--- src/arc_pkg.sv ---
package arc_pkg;
  // Register addresses
  localparam logic [4:0] ADC_SETUP_ADDR   = 5'h0D;
  localparam logic [4:0] PWR_CLK_ADDR     = 5'h0F;
  // adc_setup_reg fields
  localparam int OSR_LSB       = 13;
  localparam int PRESCALE_LSB  = 16;
  localparam int TRIM_LSB      = 0;
  // power_clock_setup_reg fields
  localparam int SOFT_RST_LSB  = 16;
  localparam int PWR_DOWN_LSB  = 8;
  localparam int EXT_REF_BIT   = 7;
  localparam int EXT_CLK_BIT   = 6;
  // Writable masks
  localparam logic [23:0] ADC_SETUP_MASK  = 24'h03E0FF;
  localparam logic [23:0] PWR_CLK_MASK    = 24'h0707C0;
  // Reset values
  localparam logic [2:0]  OSR_RESET       = 3'h3;
  localparam logic [1:0]  PRESCALE_RESET  = 2'h0;
  localparam logic [7:0]  TRIM_RESET      = 8'h50;
  localparam logic [23:0] PWR_CLK_RESET   = 24'h000040;
  // Smallest oversampling ratio, as a power of two
  localparam int OSR_BASE_LOG2 = 5;
  // Clock rate
  localparam int MCLK_HZ = 100000000;
endpackage : arc_pkg
--- src/arc_channel.sv ---
`timescale 1ns/10ps
// One converter channel sequencer: counts samples per output word
module arc_channel (
  // Clock and reset
  input  wire logic        mclk,
  input  wire logic        sys_rst,
  // Control
  input  wire logic        sampleEn,
  input  wire logic        softReset,
  input  wire logic        powerDown,
  input  wire logic [2:0]  osrSel,
  // Status
  output logic             active,
  output logic             dataStrobe
);
  logic [11:0] cnt_r;
  logic [11:0] lastCnt;
  logic        hold;
  assign lastCnt = 12'((13'h1 << (arc_pkg::OSR_BASE_LOG2 + int'(osrSel))) - 13'h1);
  assign hold    = softReset | powerDown;
  assign active  = ~hold;
  always_ff @(posedge mclk) begin
    if (sys_rst || hold) begin
      cnt_r      <= 12'h000;
      dataStrobe <= 1'b0;
    end else begin
      dataStrobe <= 1'b0;
      if (sampleEn) begin
        if (cnt_r >= lastCnt) begin
          cnt_r      <= 12'h000;
          dataStrobe <= 1'b1;
        end else begin
          cnt_r <= cnt_r + 12'h001;
        end
      end
    end
  end
endmodule : arc_channel

--- src/arc_clk_div.sv ---
`timescale 1ns/10ps
// Prescaler: one-cycle enable every 2**divLog2 clocks
module arc_clk_div (
  // Clock and reset
  input  wire logic       mclk,
  input  wire logic       sys_rst,
  // Control
  input  wire logic [1:0] divLog2,
  // Enable out
  output logic            tick
);
  logic [2:0] cnt_r;
  logic [2:0] cntMask;
  assign cntMask = 3'((4'h1 << divLog2) - 4'h1);
  assign tick    = ((cnt_r & cntMask) == 3'h0);
  always_ff @(posedge mclk) begin
    if (sys_rst) cnt_r <= 3'h0;
    else         cnt_r <= cnt_r + 3'h1;
  end
endmodule : arc_clk_div

--- src/arc_config.sv ---
`timescale 1ns/10ps
// Functional notes
// - OVERSAMPLING_RATIO_SEL field bits 15:13 picks ratio 32 to 4096 for all channels
// - OVERSAMPLING_RATIO_SEL field resets to code 011, ratio 256
// - Unimplemented bits read back as zero in both words
// - Bits 7:0 of first word hold a read/write reference trim
// - Second word is 24-bit read/write at address 0x0F
// - Bits 18:16 hold channels in soft reset, cleared at power-on
// - Bits 10:8 power channels down, cleared at power-on
// - Bit 7 set selects external reference, internal off; reset zero
// - Bit 6 set selects external clock, crystal off; reset one
// - Sampling clock is master clock divided by 1, 2, 4 or 8
module arc_config #(
  parameter int NUM_CH = 3
) (
  // Clock and reset
  input  wire logic              mclk,
  input  wire logic              sys_rst,
  // Register port
  input  wire logic              regWrEn,
  input  wire logic [4:0]        regAddr,
  input  wire logic [23:0]       regWrData,
  output logic [23:0]            regRdData,
  // Analog controls
  output logic [2:0]             oversampling_ratio_sel,
  output logic [7:0]             ref_tempco_trim,
  output logic                   ext_ref_select,
  output logic                   ext_clock_select,
  output logic                   intRefEnable,
  output logic                   crystalOscEnable,
  output logic                   analog_sampling_clock,
  // Channel state
  output logic [NUM_CH-1:0]      chanActive,
  output logic [NUM_CH-1:0]      chanDataStrobe
);
  logic [23:0]       adc_setup_reg_r;
  logic [23:0]       power_clock_setup_reg_r;
  logic              selAdc;
  logic              selPwr;
  logic [2:0]        osrField;
  logic [1:0]        preField;
  logic [NUM_CH-1:0] rstField;
  logic [NUM_CH-1:0] pdField;
  logic              sampleTick;
  logic [NUM_CH-1:0] chActNxt;
  logic [NUM_CH-1:0] chStbNxt;
  logic [23:0]       rdMux;

  assign selAdc = (regAddr == arc_pkg::ADC_SETUP_ADDR);
  assign selPwr = (regAddr == arc_pkg::PWR_CLK_ADDR);

  always_ff @(posedge mclk) begin
    if (sys_rst) begin
      adc_setup_reg_r <= {6'h00, arc_pkg::PRESCALE_RESET, arc_pkg::OSR_RESET, 5'h00, arc_pkg::TRIM_RESET};
      power_clock_setup_reg_r <= arc_pkg::PWR_CLK_RESET;
    end else if (regWrEn) begin
      if (selAdc) adc_setup_reg_r <= regWrData & arc_pkg::ADC_SETUP_MASK;
      if (selPwr) power_clock_setup_reg_r <= regWrData & arc_pkg::PWR_CLK_MASK;
    end
  end

  assign osrField = adc_setup_reg_r[arc_pkg::OSR_LSB +: 3];
  assign preField = adc_setup_reg_r[arc_pkg::PRESCALE_LSB +: 2];
  assign rstField = power_clock_setup_reg_r[arc_pkg::SOFT_RST_LSB +: NUM_CH];
  assign pdField  = power_clock_setup_reg_r[arc_pkg::PWR_DOWN_LSB +: NUM_CH];

  assign rdMux = selAdc ? adc_setup_reg_r :
                 selPwr ? power_clock_setup_reg_r : 24'h000000;

  // Prescaled sampling enable
  arc_clk_div uDiv (
    .mclk    (mclk),
    .sys_rst (sys_rst),
    .divLog2 (preField),
    .tick    (sampleTick)
  );

  // Channels see only registered fields, so updates apply after the write
  genvar g;
  generate
    for (g = 0; g < NUM_CH; g++) begin : gCh
      arc_channel uCh (
        .mclk       (mclk),
        .sys_rst    (sys_rst),
        .sampleEn   (sampleTick),
        .softReset  (rstField[g]),
        .powerDown  (pdField[g]),
        .osrSel     (osrField),
        .active     (chActNxt[g]),
        .dataStrobe (chStbNxt[g])
      );
    end
  endgenerate

  always_ff @(posedge mclk) begin
    if (sys_rst) begin
      regRdData              <= 24'h000000;
      oversampling_ratio_sel <= arc_pkg::OSR_RESET;
      ref_tempco_trim        <= arc_pkg::TRIM_RESET;
      ext_ref_select         <= 1'b0;
      ext_clock_select       <= 1'b1;
      intRefEnable           <= 1'b1;
      crystalOscEnable       <= 1'b0;
      analog_sampling_clock  <= 1'b0;
      chanActive             <= '0;
      chanDataStrobe         <= '0;
    end else begin
      regRdData              <= rdMux;
      oversampling_ratio_sel <= osrField;
      ref_tempco_trim        <= adc_setup_reg_r[arc_pkg::TRIM_LSB +: 8];
      ext_ref_select         <= power_clock_setup_reg_r[arc_pkg::EXT_REF_BIT];
      intRefEnable           <= ~power_clock_setup_reg_r[arc_pkg::EXT_REF_BIT];
      ext_clock_select       <= power_clock_setup_reg_r[arc_pkg::EXT_CLK_BIT];
      crystalOscEnable       <= ~power_clock_setup_reg_r[arc_pkg::EXT_CLK_BIT];
      analog_sampling_clock  <= sampleTick;
      chanActive             <= chActNxt;
      chanDataStrobe         <= chStbNxt;
    end
  end
endmodule : arc_config

--- config.mk ---
export PLATFORM = sky130hd
export DESIGN_NAME = arc_config
export DESIGN_NICKNAME = d
export VERILOG_FILES = /design/src/arc_pkg.sv /design/src/arc_channel.sv /design/src/arc_clk_div.sv /design/src/arc_config.sv
export SDC_FILE = /design/constraint.sdc
export NUM_CORES = 1
export LEC_CHECK = 0
export ABC_AREA = 0
export BUFFER_PORTS_ARGS = -buffer_cell sky130_fd_sc_hd__clkbuf_2
export CAP_MARGIN = 20
export CORE_AREA = 2 2 103 105
export CTS_CLUSTER_DIAMETER = 50
export CTS_CLUSTER_SIZE = 8
export DETAILED_ROUTE_END_ITERATION = 7
export DIE_AREA = 0 0 105 107
export PLACE_DENSITY = 0.63
export SLEW_MARGIN = 10
export SYNTH_ARGS = -nofsm -noshare
export SYNTH_HDL_FRONTEND = slang
export SYNTH_SLANG_ARGS = --single-unit
--- constraint.sdc ---
create_clock -name mclk -period 3.65 [get_ports mclk]
set_input_delay 0.73 -clock mclk [delete_from_list [all_inputs] [get_ports mclk]]
set_output_delay 0.73 -clock mclk [all_outputs]
set_load 0.01 [all_outputs]
==> flow_summary.toml <==
[yosys]
synth_edf_count = 0
synth_compound_area_share_pct = 10.3
synth-main-ff-cell = "dfxtp_1"
ys_warn_count = 0
synth_top_family_by_area = "simple AND/OR/NAND/NOR gates"
synthMuxAreaShare_pct = 3.62
postSynth.asyncResetShare_pct = 0
avgSynthCellArea_sq_um = 9.77
synthAdderAreaFrac_pct = 9.55
syn_inst = 453
synth-seq-cells = 102
synth_xor_area_share_pct = 5.74
synth_area_sq_um = 4430
ys_seq_area_share_pct = 46.1
synthSimpleGateAreaFrac_pct = 21.1
synth_cell_types = 50

[route]
wl_per_cell_um = 12.8
drtPass1Iterations = 4
vias_per_cell = 4.97
first_iter_violations = 93
vias = 3285
drtAntennaViolNets = 0
drc = 0
drt_wl_total_mm = 8.47

[worst_setup_path]
cp_data_arrival_time_ns = 2.78
crit_fanout = 9
slowest_stage = "dfxtp_1"
cp_cell_sequence = "a21oi_1 -> ha_1 -> o2111ai_1 -> a31o_2 -> a211oi_1 -> nor2_1 -> o21ai_2 -> nor2_1"
worst_setup_path_start_kind = "flop"
cp_top_family = "compound AO/OA/AOI/OAI gates"
worst-path-buf-inv = 0
slowest_delay_ns = 0.55
timing.critical_path.mode_cell = "nor2_1"
critPathKind = "flop to flop"
cp.required_ns = 3.90
endpoint_kind = "flop"

[clock_tree]
cts_setup_buffers = 0
clkLatencyLatePin_ns = 0.37
cts-root-buf = "clkbuf_8"
numCtsBuffers = 9
cts_buffer_depth = 2
clkSinkCount = 102
htree_levels = 3
cts_resized = 0
cts_tree = "built"
clk_pin_slew_ns = 0.10
cts-hold-fix-buffers = 0

[finish]
final_common_cell = "dfxtp_1"
n_antenna_cell = 0
stdcell_area_sq_um = 5050
drive_gt1_share_pct = 18.5
area_growth_pct = 14.2
fillers = 944
final_cell_mix = "102 x dfxtp_1, 63 x clkbuf_2, 57 x nor2_1, 33 x ha_1, 24 x nand2_1"
final_cell_count_no_fill = 661
layout.nets = 585

[sta]
period_needed_ns = 2.54
worst_pin_slew_ns = 0.862
hold_viol = 0
final.setup.tns_ns = 0
setup_slack_ns = 1.11
fin_skew_ns = 0.0105
maxSlewHeadroom_pct = 42.5
max_freq_mhz = 394
setup_viol = 0
rsz0062_at_grt = "no"
hold_ws_ns = 0.444
period_share_pct = 69.6
finalMaxSlewViolations = 0

[pwr]
ir_worst_vdd_uv = 260
p_per_area_nw_per_um2 = 384
p_leak_nw = 2.26

[grt]
grt_pass1_wl_mm = 14.5
antenna_found_initial = 0
grt_start_max_net_pins = 25
grt_pass1_vias = 3102
grt_use_total_pct = 15.8
gr-total-overflow = 0

[status]
outcome = "completed"

[floorplanning]
die_w_um = 105
coreArea_sq_um = 10100
ioPinCount = 78
die_y_um = 107
start_util_pct = 43.9
core.rowCount = 37
die_area_sq_um = 11200

[placement]
dp.cells = 645
routabilityCongestion = 0.828
portBuffers = 63
dpl.hpwl_mm = 6.26
place_ws_ns = 1.14
dpl_cell_area_sq_um = 4860

[run]
maxCapViolCount = 0

[min_path]
holdCritPathClass = "flop to flop"
final cells by class:
cell class                      count  area, sq um  share of cell area [%]
Inverter                            8         30.0                   0.594
Timing Repair Buffer               67          345                    6.83
Tap cell                          136          170                    3.37
Clock buffer                       10          128                    2.53
Sequential cell                   102         2040                    40.4
Multi-Input combinational cell    332         2280                    45.0
Clock inverter                      6         62.6                    1.24
routing by layer:
layer,up-vias,routed length (um),track usage (%)
met5,-,0,0
met4,0,106,4.48
met3,10,329,3.40
met2,64,3740,26.6
met1,1517,4290,20.5
li1,1694,-,-
power by group:
part           switching (mW)  total [mW]  internal [mW]
Clock                   0.419       0.688          0.269
Combinational          0.0587       0.102         0.0433
Sequential             0.0177        1.15           1.13
Total                   0.495        1.94           1.44
worst paths after layout:
path,startpoint,to,slack (ns),cells after the start
setup / recovery,adc_setup_reg_r[14],gCh[2].uCh.cnt_r[3],1.11,8
hold / removal,gCh[0].uCh.dataStrobe,chanDataStrobe[0],0.44,1
setup reg to reg,adc_setup_reg_r[14],gCh[2].uCh.cnt_r[3],1.11,8
hold reg to reg,gCh[0].uCh.dataStrobe,chanDataStrobe[0],0.44,1
worst register-to-register path, delay by kind of cell (launching register included):
kind | cells | cell delay [ns]
compound gates | 5 | 1.26
fa+ha+maj | 1 | 0.34
simple gates | 2 | 0.28
flops | 1 | 0.55
logic make-up after synthesis:
group,count (synthesis)
AOI/OAI and AO/OA,58
xor gates and xnor gates,29
adders and majority gates,34
buffers and inverters,30
DFF,102
muxes,16
other,2
and+or+nand+nor,182
per-stage QoR:
stage	util, %	total power [mW]
final	50.1	1.94
after global routing	50.1	2.02
after CTS	50.1	1.96
after detailed placement	48.2	1.28
after global placement	48.2	1.27
after floorplan	-	1.24
registers in the layout, indices dropped and copies added (netlist names):
signal	flops
adc_setup_reg_r	13
analog_sampling_clock	1
chanActive	3
chanDataStrobe	3
crystalOscEnable	1
ext_clock_select	1
ext_ref_select	1
gCh.uCh.cnt_r	36
gCh.uCh.dataStrobe	3
intRefEnable	1
oversampling_ratio_sel	3
power_clock_setup_reg_r	8
ref_tempco_trim	8
regRdData	17
uDiv.cnt_r	3
synth_stat cells (all sizes together) (2+ instances only):
cell type / n / area (sq um)
a211o: 6 / 52.6
a31o: 2 / 17.5
inv: 8 / 30.0
o211ai: 2 / 20.0
or3: 3 / 18.8
nor2b: 15 / 93.8
xor2: 23 / 201
nand4b: 4 / 35.0
dfxtp: 102 / 2040
nand2: 24 / 90.1
xnor2: 6 / 52.6
a21oi: 13 / 65.1
nor3b: 2 / 20.0
a21o: 7 / 52.6
o21ai: 10 / 87.6
a21boi: 2 / 15.0
nand2b: 3 / 18.8
mux2i: 16 / 160
nor3: 8 / 40.0
buf: 11 / 78.8
nand4: 18 / 113
clkbuf: 11 / 41.3
nand3: 16 / 80.1
a22o: 3 / 26.3
and3: 7 / 43.8
a31oi: 4 / 25.0
nor4: 2 / 12.5
nand3b: 2 / 15.0
ha: 33 / 413
or2: 4 / 25.0
conb: 2 / 7.51
o21a: 2 / 16.3
a211oi: 2 / 27.5
and2: 14 / 87.6
o2111ai: 3 / 26.3
nor2: 57 / 214
Power figures use the tool's default switching activity.
